<file path="src/rtl/abscan_map.svh">
// Offsets, cell positions, codes and reset values of the analog boundary-scan chain
`ifndef ABSCAN_MAP_SVH
`define ABSCAN_MAP_SVH

// Chain geometry
`define ABS_PIN_GROUPS    55
`define ABS_PORTA_PINS    8
`define ABS_ANA_CELLS     33
`define ABS_CHAIN_LEN     198
`define ABS_CHAIN_TOP     197

// Cell offsets inside a pin group
`define ABS_PIN_DATA      0
`define ABS_PIN_CTRL      1
`define ABS_PIN_PULLUP    2

// Analog cell offsets above the pin cells
`define ABS_A_CHSEL0      0
`define ABS_A_IREFEN      8
`define ABS_A_HOLD        9
`define ABS_A_GNDEN       10
`define ABS_A_EXTCH       11
`define ABS_A_DAC0        12
`define ABS_A_AMPEN       22
`define ABS_A_CONV_EN     23
`define ABS_A_CBGEN       24
`define ABS_A_PRIV        25
`define ABS_A_ACTEN       26
`define ABS_A_ACLK        27
`define ABS_A_COMP        28
`define ABS_A_BANDGAP     29
`define ABS_A_MUXSEL      30
`define ABS_A_RESULT      31
`define ABS_A_OFF         32

// Instruction codes, arbitrary values
`define ABS_IR_W          4
`define ABS_IR_EXTEST     4'h0
`define ABS_IR_SAMPLE     4'h2
`define ABS_IR_BYPASS     4'hf

// Register bus map
`define ABS_OFF_CTRL      4'h0
`define ABS_OFF_STATUS    4'h4
`define ABS_OFF_FIFO      4'h8
`define ABS_OFF_DAC       4'hc
`define ABS_CTRL_RESET    32'h0000_0000
`define ABS_CTRL_EN_BIT   0
`define ABS_CTRL_CLR_BIT  1
`define ABS_RESP_OKAY     2'h0
`define ABS_RESP_DECERR   2'h3

// Snapshot FIFO
`define ABS_FIFO_W        32
`define ABS_FIFO_D        16

`endif

</file>
<file path="src/rtl/abscan_pkg.sv">
// Types shared by the analog boundary-scan chain
package abscan_pkg;
  typedef enum logic [3:0] {
    TLR, RTI, SEL_DR, CAP_DR, SH_DR, EX1_DR, PA_DR, EX2_DR, UPD_DR,
    SEL_IR, CAP_IR, SH_IR, EX1_IR, PA_IR, EX2_IR, UPD_IR
  } abscan_tap_e;
endpackage

</file>
<file path="src/rtl/abscan_top.sv">
// Analog boundary-scan chain with its TAP, snapshot FIFO and AXI4-Lite registers
// How it works
// - With scan selected, the 198-cell chain sits between tdi and tdo, top cell 197.
// - Cell 0 is least significant: first bit shifted in and first shifted out.
// - Analog control and observe cells take the most significant chain positions.
// - Pin groups follow pin-out order, so port A runs in reverse bit order.
// - Every pin gives three cells: output value, direction, then pull-up enable.
// - Port F pins 4 to 7 are the TAP pins and have no cells.
// - Comparator-off cell true switches the comparator off; idle value is 1.
// - Mux-select cell true routes converter mux to comparator; idle value is 0.
`include "abscan_map.svh"

module abscan_fifo #(
  parameter int W = `ABS_FIFO_W,
  parameter int D = `ABS_FIFO_D
) (
  // Clock and reset
  input  wire logic         aclk,
  input  wire logic         aresetn,
  input  wire logic         ce,
  // Fill side
  input  wire logic         in_valid,
  output logic              in_ready,
  input  wire logic [W-1:0] in_data,
  // Drain side
  output logic              out_valid,
  input  wire logic         out_ready,
  output logic [W-1:0]      out_data,
  output logic [$clog2(D):0] level
);
  localparam int AW = $clog2(D);
  logic [W-1:0]  mem_q [D];
  logic [AW-1:0] wp_q;
  logic [AW-1:0] rp_q;
  logic [AW:0]   cnt_q;
  logic          push;
  logic          pop;

  assign in_ready  = (cnt_q != (AW+1)'(D));
  assign out_valid = (cnt_q != '0);
  assign push      = in_valid & in_ready;
  assign pop       = out_valid & out_ready;
  assign out_data  = mem_q[rp_q];
  assign level     = cnt_q;

  always_ff @(posedge aclk)
  begin
    if (!aresetn)
    begin
      wp_q  <= '0;
      rp_q  <= '0;
      cnt_q <= '0;
    end
    else if (ce)
    begin
      if (push)
      begin
        mem_q[wp_q] <= in_data;
        wp_q        <= wp_q + AW'(1);
      end
      if (pop)
        rp_q <= rp_q + AW'(1);
      cnt_q <= cnt_q + (AW+1)'(push) - (AW+1)'(pop);
    end
  end
endmodule

module abscan_top #(
  parameter int NPIN = `ABS_PIN_GROUPS
) (
  // Clock, reset, enable
  input  wire logic              aclk,
  input  wire logic              aresetn,
  input  wire logic              ce,
  // Test access pins
  input  wire logic              tck,
  input  wire logic              tms,
  input  wire logic              tdi,
  output logic                   tdo,
  output logic                   tdo_oe,
  // Pin cells, system side and pad side, in pin-out order
  input  wire logic [NPIN-1:0]   sys_out,
  input  wire logic [NPIN-1:0]   sys_dir,
  input  wire logic [NPIN-1:0]   sys_pullup,
  input  wire logic [NPIN-1:0]   pad_in,
  output logic [NPIN-1:0]        pad_out,
  output logic [NPIN-1:0]        pad_dir,
  output logic [NPIN-1:0]        pad_pullup,
  // Analog observe inputs
  input  wire logic              comparator_result_in,
  input  wire logic              converter_compare_in,
  // Analog control outputs
  output logic                   comparator_off_cell,
  output logic                   comparator_mux_select_cell,
  output logic                   comparator_bandgap_input_cell,
  output logic                   converter_enable_cell,
  output logic [7:0]             channel_select_cells,
  output logic                   precharge_cell,
  output logic                   hold_cell,
  output logic [9:0]             dac_cells,
  // AXI4-Lite write
  input  wire logic [3:0]        s_axi_awaddr,
  input  wire logic              s_axi_awvalid,
  output logic                   s_axi_awready,
  input  wire logic [31:0]       s_axi_wdata,
  input  wire logic [3:0]        s_axi_wstrb,
  input  wire logic              s_axi_wvalid,
  output logic                   s_axi_wready,
  output logic [1:0]             s_axi_bresp,
  output logic                   s_axi_bvalid,
  input  wire logic              s_axi_bready,
  // AXI4-Lite read
  input  wire logic [3:0]        s_axi_araddr,
  input  wire logic              s_axi_arvalid,
  output logic                   s_axi_arready,
  output logic [31:0]            s_axi_rdata,
  output logic [1:0]             s_axi_rresp,
  output logic                   s_axi_rvalid,
  input  wire logic              s_axi_rready
);
  localparam int PC  = 3 * NPIN; // TAP pins excluded
  localparam int LEN = PC + `ABS_ANA_CELLS;

  // Pin-out order puts port A highest bit first
  function automatic int pin_of_group(input int g);
    return (g < `ABS_PORTA_PINS) ? (`ABS_PORTA_PINS - 1 - g) : g;
  endfunction

  abscan_pkg::abscan_tap_e tap_q;
  abscan_pkg::abscan_tap_e tap_d;
  logic [2:0]            tck_q;
  logic [1:0]            tms_q;
  logic [1:0]            tdi_q;
  logic                  tck_rise;
  logic                  tck_fall;
  logic [LEN-1:0]        bsr_q;
  logic [LEN-1:0]        upd_q;
  logic [LEN-1:0]        cap_vec;
  logic [`ABS_IR_W-1:0]  ir_sh_q;
  logic [`ABS_IR_W-1:0]  ir_q;
  logic                  byp_q;
  logic                  scan_sel;
  logic                  extest;
  logic [31:0]           ctrl_q;
  logic                  en;
  logic                  ovf_q;
  logic                  snap_pend_q;
  logic [31:0]           snap_q;
  logic                  snap_ready;
  logic                  fifo_valid;
  logic                  fifo_pop;
  logic [31:0]           fifo_data;
  logic [$clog2(`ABS_FIFO_D):0] fifo_level;
  logic                  aw_hold_q;
  logic                  w_hold_q;
  logic [3:0]            wr_addr_q;
  logic [31:0]           wr_data_q;
  logic [3:0]            wr_strb_q;
  logic                  wr_go;

  assign en       = ctrl_q[`ABS_CTRL_EN_BIT];
  assign tck_rise = tck_q[1] & ~tck_q[2];
  assign tck_fall = ~tck_q[1] & tck_q[2];
  assign scan_sel = (ir_q == `ABS_IR_EXTEST) || (ir_q == `ABS_IR_SAMPLE);
  assign extest   = (ir_q == `ABS_IR_EXTEST) && en;

  // Test access pins pass two flops before use
  always_ff @(posedge aclk)
  begin
    if (!aresetn)
    begin
      tck_q <= '0;
      tms_q <= '1;
      tdi_q <= '0;
    end
    else if (ce)
    begin
      tck_q <= {tck_q[1:0], tck};
      tms_q <= {tms_q[0], tms};
      tdi_q <= {tdi_q[0], tdi};
    end
  end

  always_comb
  begin
    case (tap_q)
      abscan_pkg::TLR:    tap_d = tms_q[1] ? abscan_pkg::TLR    : abscan_pkg::RTI;
      abscan_pkg::RTI:    tap_d = tms_q[1] ? abscan_pkg::SEL_DR : abscan_pkg::RTI;
      abscan_pkg::SEL_DR: tap_d = tms_q[1] ? abscan_pkg::SEL_IR : abscan_pkg::CAP_DR;
      abscan_pkg::CAP_DR: tap_d = tms_q[1] ? abscan_pkg::EX1_DR : abscan_pkg::SH_DR;
      abscan_pkg::SH_DR:  tap_d = tms_q[1] ? abscan_pkg::EX1_DR : abscan_pkg::SH_DR;
      abscan_pkg::EX1_DR: tap_d = tms_q[1] ? abscan_pkg::UPD_DR : abscan_pkg::PA_DR;
      abscan_pkg::PA_DR:  tap_d = tms_q[1] ? abscan_pkg::EX2_DR : abscan_pkg::PA_DR;
      abscan_pkg::EX2_DR: tap_d = tms_q[1] ? abscan_pkg::UPD_DR : abscan_pkg::SH_DR;
      abscan_pkg::UPD_DR: tap_d = tms_q[1] ? abscan_pkg::SEL_DR : abscan_pkg::RTI;
      abscan_pkg::SEL_IR: tap_d = tms_q[1] ? abscan_pkg::TLR    : abscan_pkg::CAP_IR;
      abscan_pkg::CAP_IR: tap_d = tms_q[1] ? abscan_pkg::EX1_IR : abscan_pkg::SH_IR;
      abscan_pkg::SH_IR:  tap_d = tms_q[1] ? abscan_pkg::EX1_IR : abscan_pkg::SH_IR;
      abscan_pkg::EX1_IR: tap_d = tms_q[1] ? abscan_pkg::UPD_IR : abscan_pkg::PA_IR;
      abscan_pkg::PA_IR:  tap_d = tms_q[1] ? abscan_pkg::EX2_IR : abscan_pkg::PA_IR;
      abscan_pkg::EX2_IR: tap_d = tms_q[1] ? abscan_pkg::UPD_IR : abscan_pkg::SH_IR;
      abscan_pkg::UPD_IR: tap_d = tms_q[1] ? abscan_pkg::SEL_DR : abscan_pkg::RTI;
      default:            tap_d = abscan_pkg::TLR;
    endcase
  end

  always_ff @(posedge aclk)
  begin
    if (!aresetn || (ce && !en))
      tap_q <= abscan_pkg::TLR;
    else if (ce && tck_rise)
      tap_q <= tap_d;
  end

  // Instruction register
  always_ff @(posedge aclk)
  begin
    if (!aresetn || (ce && !en))
    begin
      ir_sh_q <= '0;
      ir_q    <= `ABS_IR_BYPASS;
    end
    else if (ce && tck_rise)
    begin
      case (tap_q)
        abscan_pkg::TLR:    ir_q    <= `ABS_IR_BYPASS;
        abscan_pkg::CAP_IR: ir_sh_q <= `ABS_IR_W'(1);
        abscan_pkg::SH_IR:  ir_sh_q <= {tdi_q[1], ir_sh_q[`ABS_IR_W-1:1]};
        abscan_pkg::UPD_IR: ir_q    <= ir_sh_q;
        default:            ir_q    <= ir_q;
      endcase
    end
  end

  // Capture vector: pins from the system or pad, analog control cells hold update state, the COMP and RESULT cells take the analog inputs
  genvar g;
  generate
    for (g = 0; g < NPIN; g++)
    begin : g_pin
      localparam int P = pin_of_group(g);
      // Three cells per pin group: value, direction, pull-up
      assign cap_vec[3*g + `ABS_PIN_DATA]   = sys_dir[P] ? sys_out[P] : pad_in[P];
      assign cap_vec[3*g + `ABS_PIN_CTRL]   = sys_dir[P];
      assign cap_vec[3*g + `ABS_PIN_PULLUP] = sys_pullup[P];
    end
  endgenerate

  // Analog cells sit above every pin cell
  always_comb
  begin
    cap_vec[LEN-1:PC] = upd_q[LEN-1:PC];
    cap_vec[PC + `ABS_A_COMP]   = converter_compare_in;
    cap_vec[PC + `ABS_A_RESULT] = comparator_result_in;
  end

  // Boundary register: tdi enters at the top, cell 0 leaves first
  always_ff @(posedge aclk)
  begin
    if (!aresetn)
    begin
      bsr_q <= '0;
      byp_q <= 1'b0;
    end
    else if (ce && tck_rise && scan_sel)
    begin
      if (tap_q == abscan_pkg::CAP_DR)
        bsr_q <= cap_vec;
      else if (tap_q == abscan_pkg::SH_DR)
        bsr_q <= {tdi_q[1], bsr_q[LEN-1:1]};
    end
    else if (ce && tck_rise && tap_q == abscan_pkg::SH_DR)
      byp_q <= tdi_q[1];
    else if (ce && tck_rise && tap_q == abscan_pkg::CAP_DR)
      byp_q <= 1'b0;
  end

  // Update latches, idle to safe analog values
  always_ff @(posedge aclk)
  begin
    if (!aresetn)
    begin
      upd_q                      <= '0;
      upd_q[PC + `ABS_A_OFF]     <= 1'b1;
      upd_q[PC + `ABS_A_MUXSEL]  <= 1'b0;
    end
    else if (ce && tck_rise && scan_sel && tap_q == abscan_pkg::UPD_DR)
      upd_q <= bsr_q;
  end

  // Tdo changes on the falling test clock edge
  always_ff @(posedge aclk)
  begin
    if (!aresetn)
    begin
      tdo    <= 1'b1;
      tdo_oe <= 1'b0;
    end
    else if (ce && tck_fall)
    begin
      tdo    <= (tap_q == abscan_pkg::SH_IR) ? ir_sh_q[0] :
                scan_sel ? bsr_q[0] : byp_q;
      tdo_oe <= en && (tap_q == abscan_pkg::SH_IR || tap_q == abscan_pkg::SH_DR);
    end
  end

  // Pad and analog drivers: update cells under external test, else system values for pads and idle values for analog cells
  generate
    for (g = 0; g < NPIN; g++)
    begin : g_drv
      localparam int P = pin_of_group(g);
      always_ff @(posedge aclk)
      begin
        if (!aresetn)
        begin
          pad_out[P]    <= 1'b0;
          pad_dir[P]    <= 1'b0;
          pad_pullup[P] <= 1'b0;
        end
        else if (ce)
        begin
          pad_out[P]    <= extest ? upd_q[3*g + `ABS_PIN_DATA]   : sys_out[P];
          pad_dir[P]    <= extest ? upd_q[3*g + `ABS_PIN_CTRL]   : sys_dir[P];
          pad_pullup[P] <= extest ? upd_q[3*g + `ABS_PIN_PULLUP] : sys_pullup[P];
        end
      end
    end
  endgenerate

  always_ff @(posedge aclk)
  begin
    if (!aresetn)
    begin
      comparator_off_cell           <= 1'b1;
      comparator_mux_select_cell    <= 1'b0;
      comparator_bandgap_input_cell <= 1'b0;
      converter_enable_cell         <= 1'b0;
      channel_select_cells          <= '0;
      precharge_cell                <= 1'b0;
      hold_cell                     <= 1'b0;
      dac_cells                     <= '0;
    end
    else if (ce)
    begin
      comparator_off_cell        <= extest ? upd_q[PC + `ABS_A_OFF] : 1'b1;
      comparator_mux_select_cell <= extest & upd_q[PC + `ABS_A_MUXSEL];
      comparator_bandgap_input_cell <= extest & upd_q[PC + `ABS_A_BANDGAP];
      converter_enable_cell      <= extest & upd_q[PC + `ABS_A_CONV_EN];
      channel_select_cells       <= extest ? upd_q[PC + `ABS_A_CHSEL0 +: 8] : 8'h00;
      precharge_cell             <= extest & upd_q[PC + `ABS_A_ACLK - 16];
      hold_cell                  <= extest & upd_q[PC + `ABS_A_HOLD];
      dac_cells                  <= extest ? upd_q[PC + `ABS_A_DAC0 +: 10] : 10'h000;
    end
  end

  // Snapshot of the top 32 chain cells after each update, held until FIFO takes it or the next update overwrites it
  always_ff @(posedge aclk)
  begin
    if (!aresetn)
    begin
      snap_pend_q <= 1'b0;
      snap_q      <= '0;
      ovf_q       <= 1'b0;
    end
    else if (ce)
    begin
      if (tck_rise && scan_sel && tap_q == abscan_pkg::UPD_DR)
      begin
        snap_q      <= bsr_q[LEN-1 -: 32];
        snap_pend_q <= 1'b1;
        if (snap_pend_q && !snap_ready)
          ovf_q <= 1'b1;
      end
      else if (snap_ready)
        snap_pend_q <= 1'b0;
      if (wr_go && wr_addr_q == `ABS_OFF_CTRL && wr_data_q[`ABS_CTRL_CLR_BIT] &&
          !(tck_rise && scan_sel && tap_q == abscan_pkg::UPD_DR && snap_pend_q))
        ovf_q <= 1'b0;
    end
  end

  abscan_fifo #(.W(`ABS_FIFO_W), .D(`ABS_FIFO_D)) u_fifo (
    .aclk      (aclk),
    .aresetn   (aresetn),
    .ce        (ce),
    .in_valid  (snap_pend_q),
    .in_ready  (snap_ready),
    .in_data   (snap_q),
    .out_valid (fifo_valid),
    .out_ready (fifo_pop),
    .out_data  (fifo_data),
    .level     (fifo_level)
  );

  // AXI4-Lite slave
  assign s_axi_awready = ~aw_hold_q & ~s_axi_bvalid;
  assign s_axi_wready  = ~w_hold_q & ~s_axi_bvalid;
  assign s_axi_arready = ~s_axi_rvalid;
  assign wr_go         = aw_hold_q & w_hold_q & ~s_axi_bvalid;
  assign fifo_pop      = ce & s_axi_arvalid & s_axi_arready & (s_axi_araddr == `ABS_OFF_FIFO);

  always_ff @(posedge aclk)
  begin
    if (!aresetn)
    begin
      aw_hold_q    <= 1'b0;
      w_hold_q     <= 1'b0;
      wr_addr_q    <= '0;
      wr_data_q    <= '0;
      wr_strb_q    <= '0;
      s_axi_bvalid <= 1'b0;
      s_axi_bresp  <= `ABS_RESP_OKAY;
      ctrl_q       <= `ABS_CTRL_RESET;
    end
    else if (ce)
    begin
      if (s_axi_awvalid && s_axi_awready)
      begin
        aw_hold_q <= 1'b1;
        wr_addr_q <= s_axi_awaddr;
      end
      if (s_axi_wvalid && s_axi_wready)
      begin
        w_hold_q  <= 1'b1;
        wr_data_q <= s_axi_wdata;
        wr_strb_q <= s_axi_wstrb;
      end
      if (wr_go)
      begin
        aw_hold_q    <= 1'b0;
        w_hold_q     <= 1'b0;
        s_axi_bvalid <= 1'b1;
        s_axi_bresp  <= (wr_addr_q == `ABS_OFF_CTRL) ? `ABS_RESP_OKAY : `ABS_RESP_DECERR;
        if (wr_addr_q == `ABS_OFF_CTRL && wr_strb_q[0])
          ctrl_q[0] <= wr_data_q[`ABS_CTRL_EN_BIT];
      end
      else if (s_axi_bvalid && s_axi_bready)
        s_axi_bvalid <= 1'b0;
    end
  end

  always_ff @(posedge aclk)
  begin
    if (!aresetn)
    begin
      s_axi_rvalid <= 1'b0;
      s_axi_rdata  <= '0;
      s_axi_rresp  <= `ABS_RESP_OKAY;
    end
    else if (ce)
    begin
      if (s_axi_arvalid && s_axi_arready)
      begin
        s_axi_rvalid <= 1'b1;
        s_axi_rresp  <= `ABS_RESP_OKAY;
        case (s_axi_araddr)
          `ABS_OFF_CTRL:   s_axi_rdata <= ctrl_q;
          `ABS_OFF_STATUS: s_axi_rdata <= {15'h0, ovf_q, 3'h0, fifo_level,
                                           ir_q, tap_q}; 
          `ABS_OFF_FIFO:   s_axi_rdata <= fifo_valid ? fifo_data : 32'h0000_0000;
          `ABS_OFF_DAC:    s_axi_rdata <= {22'h0, upd_q[PC + `ABS_A_DAC0 +: 10]};
          default:
          begin
            s_axi_rdata <= 32'h0000_0000;
            s_axi_rresp <= `ABS_RESP_DECERR;
          end
        endcase
      end
      else if (s_axi_rvalid && s_axi_rready)
        s_axi_rvalid <= 1'b0;
    end
  end
endmodule

</file>
<file path="config.mk">
export PLATFORM = sky130hd
export DESIGN_NAME = abscan_top
export DESIGN_NICKNAME = d
export VERILOG_FILES = /design/src/rtl/abscan_pkg.sv /design/src/rtl/abscan_top.sv
export VERILOG_INCLUDE_DIRS = /design/src /design/src/rtl
export SDC_FILE = /design/constraint.sdc
export NUM_CORES = 2
export LEC_CHECK = 0
export ABC_CLOCK_PERIOD_IN_PS = 4100
export BUFFER_PORTS_ARGS = -buffer_cell sky130_fd_sc_hd__clkbuf_2
export CAP_MARGIN = 30
export CORE_MARGIN = 5
export CORE_UTILIZATION = 49
export DETAILED_ROUTE_END_ITERATION = 8
export PLACE_DENSITY = 0.77
export SLEW_MARGIN = 10
export SYNTH_ARGS = -nofsm -noshare
export SYNTH_HDL_FRONTEND = slang
export SYNTH_HIERARCHICAL = 1
export SYNTH_SLANG_ARGS = --single-unit
</file>
<file path="constraint.sdc">
create_clock -name aclk -period 4.1 [get_ports aclk]
set_input_delay 0.615 -clock aclk [delete_from_list [all_inputs] [get_ports aclk]]
set_output_delay 0.615 -clock aclk [all_outputs]
set_load 0.05 [all_outputs]
</file>
==> metrics.csv <==
stage,metric,value,unit
global_route,initial_antenna_violation_count,9,
final_layout,final_cell_area,55300,sq um
sta,fin_hold_ws,0.170,ns
route,drtPass1Iterations,8,
logic_synthesis,number_of_enable_flip_flop_cells_after_synthesis,512,
clock_network,worst_skew_pair.late_latency,0.70,ns
logic_synthesis,synth_adder_area_share,0.332,%
final_layout,final_layout_size_suffix_gt1_share,19.6,%
min_path,worstHoldStart,s_axi_awaddr[0],
final_layout,finish.utilization,57.3,%
placed_design,post-place-ws,0.679,ns
clock_network,number_of_cts_inserted_buffers,118,
logic_synthesis,synth_cell_types,62,
floorplanning,ios,509,
worst_setup_path,cp_slowest_stage_delay,0.51,ns
clock_network,cts_tree,yes,
final_layout,layout_common_cells,"954 x nand2_1, 700 x dfxtp_1, 512 x edfxtp_1",
pwr,clock_power_share,44.7,%
clock_network,worst_setup_hold_path_clk_slew,0.06,ns
worst_setup_path,reg2reg_from,u_fifo/level[3],
logic_synthesis,synth-compound-area-share,12.7,%
logic_synthesis,synth.ff_latch_count,1214,
sta,final.setup.tns,0,ns
worst_setup_path,worstSetupStartpointType,register,
logic_synthesis,syn-mean-instance-area,11.3,sq um
final_layout,most_frequent_standard_cell_in_the_layout_excluding_fill_and_tap_cells,nand2_1,
placed_design,finalWeightedCongestion,0.873,
clock_network,postCtsResizedCells,0,
route,vias,35000,
logic_synthesis,synth_largest_type_area_fraction,32.4,%
logic_synthesis,synth_async_sr_flop_share,0,%
clock_network,post_cts_hold_buffer_count,0,
logic_synthesis,mappedNetlistNets,4505,
floorplanning,die_y,321,um
clock_network,htreeDepth,3,
pwr,seqPwrFrac,50.3,%
worst_setup_path,cp_slowest_cell,or4b_4,
logic_synthesis,postSynth.topFlopCell,dfxtp_1,
sta,unrepaired_setup_endpoints_after_global_routing,no,
sta,clock-skew-final,0.0287,ns
logic_synthesis,synth-xor-area-share,0.129,%
worst_setup_path,timing.critical_path.arrival,3.92,ns
global_route,number_of_global_route_vias_before_repair,33800,
pwr,total_switching_power,5.71,mW
sta,finalWorstPathRequiredPeriod,3.31,ns
sta,maxSlewHeadroom,23.2,%
pwr,cell_internal_pwr,19.6,mW
worst_setup_path,cp_top_family,adder cells,
pwr,post-layout-total-power,25.3,mW
floorplanning,row_count,114,
worst_setup_path,timing.critical_path.to_type,register,
floorplanning,die_area,103000,sq um
global_route,grt_first_pass_wirelength,202,mm
job,maxCapViolCount,0,
worst_setup_path,worst-setup-path-type,register to register,
floorplanning,die_w,321,um
route,post_drt_via_cell_ratio,5.91,
pwr,ir_worst_vdd,0.454,mV
logic_synthesis,postSynthCellCount,4216,
worst_setup_path,cp-startpoint,u_fifo/level[3],
route,wl_per_cell,22.6,um
floorplanning,core-area,96400,sq um
min_path,hp-class,input pin to register,
floorplanning,floorplan.initialDensity,49.2,%
logic_synthesis,synthSimpleGateAreaFrac,10.7,%
logic_synthesis,synth.area.top_cells,"edfxtp_1 32%, dfxtp_1 30%, nand2_1 7.5%",
route,wirelength,134,mm
sta,finalSetupViolations,0,
global_route,grt_usage,24.9,%
final_layout,final_nets,4831,
sta,hold_viol_final,0,
pwr,power_frac_comb,5.1,%
clock_network,cts_setup_buffers,0,
logic_synthesis,ys_warn_count,6,
sta,post-route-period-util,80.6,%
clock_network,clock_tree.root_cell,clkbuf_16,
worst_setup_path,data_required_time_of_the_worst_path,4.72,ns
clock_network,clkSinkCount,1214,
sta,setup_slack,0.794,ns
worst_setup_path,critical_path_buf_inv_count,3,
pwr,power.share.switching,22.6,%
placed_design,i_o_buffers,475,
status,run_status,"finished, final reports clean",
global_route,grt-ovfl-total,0,
worst_setup_path,path_cells,inv_1 > ha_1 > or4b_4 > and2_1 > ha_1 > inv_1 > ha_1 > inv_1 > fa_1 > nand2b_1 > a21oi_1 > mux2i_1 > mux2i_1,
global_route,grt_start_max_net_pins,253,
placed_design,post-dp-hpwl,82.0,mm
logic_synthesis,main_combinational_cell_family_by_area_after_synthesis,compound AO/OA/AOI/OAI gates,
sta,final-max-slew-violation-count,0,
worst_setup_path,cp_max_fo,5,
placed_design,place.detailed.instances,5697,
final_layout,final-instance-count-excl-fill,5926,
placed_design,dpl_cell_area,51100,sq um
route,first_drt_iteration_drcs,3522,
clock_network,clock_path_buffers,3,
logic_synthesis,synth_seq_area_share,62.0,%
logic_synthesis,synth.mux.area_fraction,10.9,%
route,remaining_drc_errors,0,
final_layout,layout-area-overhead-vs-synth,16.4,%
logic_synthesis,yosys.area.top_type,edfxtp_1,
logic_synthesis,mappedNetlistArea,47500,sq um
pwr,leakage_power_of_the_design,20.1,nW
route,final_antenna_net_count,0,
pwr,cellPowerDensity,457,nW/um^2
sta,tightest_slew,1.15,ns
sta,achievable-frequency,303,MHz
-- worst min-delay path: stages --
cell      delay (ns)
clkbuf_2        0.08
mux2i_1         0.06
nor2_1          0.07
-- routing by layer --
| metal | up-vias | global-route usage [%] | routed length, um |
|---|---|---|---|
| li1 | 15900 | - | - |
| met1 | 17200 | 33.0 | 52900 |
| met2 | 1554 | 40.3 | 64100 |
| met3 | 288 | 5.25 | 10900 |
| met4 | 0 | 10.4 | 5690 |
| met5 | - | 0 | 0 |
-- state kept, by name, summed over array words and instances, names as in the netlist, 3 cells and up, named ones only --
register              flops
upd_q                   196
u_fifo/rp_q               4
channel_select_cells      8
u_fifo/mem_q            512
pad_dir                  55
tap_q                     4
dac_cells                10
s_axi_rdata              32
wr_addr_q                 4
bsr_q                   198
snap_q                   32
pad_pullup               55
u_fifo/level              5
ir_q                      4
ir_sh_q                   4
pad_out                  55
tck_q                     3
u_fifo/wp_q               4
-- final cells by class --
type                            count  area, sq um
Clock buffer                      156         3350
Antenna cell                        8         20.0
Sequential cell                  1214        29400
Timing Repair Buffer              546         3350
Inverter                           15         63.8
Multi-Input combinational cell   2647        16700
Clock inverter                     64          726
Tap cell                         1276         1600
Fill cell                        7750        41200
-- power by group through the flow --
stage | combinational [mW] | clock, mW | sequential (mW)
2_1_floorplan | 0.405 | 0 | 13.3
3_3_place_gp | 1.26 | 0 | 13.0
3_5_place_dp | 1.27 | 0 | 13.0
4_1_cts | 1.27 | 11.5 | 12.7
5_1_grt | 1.35 | 12.0 | 12.7
6_report | 1.28 | 11.3 | 12.7
-- final timing paths --
kind / endpoint / slack (ns) / depth (start not counted)
worst max register to register: u_fifo/level[4] / 0.79 / 13
worst min-delay path: wr_addr_q[0] / 0.17 / 3
worst min register to register: upd_q[52] / 0.45 / 2
worst max-delay path: u_fifo/level[4] / 0.79 / 13
-- cells in the mapped netlist, types with 6 or more instances --
master	number
o211ai_1	58
buf_4	22
buf_2	75
a211oi_1	144
o21ai_0	187
a21oi_1	323
ha_1	11
dfxtp_1	702
buf_1	23
nand2_1	954
a22oi_1	92
clkbuf_1	220
nand3_1	31
nor2b_1	10
edfxtp_1	512
a21o_1	6
and2_1	9
mux2i_1	229
xnor2_1	6
nor3_1	8
inv_1	13
nor2_1	205
nand3b_1	7
mux4_2	128
a31oi_1	166
nor3b_1	7
-- cells by family after synthesis --
kind of cell	count (synthesis)
xor+xnor	7
buf+inv	355
flops	1214
fa+ha+maj	12
simple gates	1268
mux	358
compound gates	1002
(Power assumes the default switching activity.)
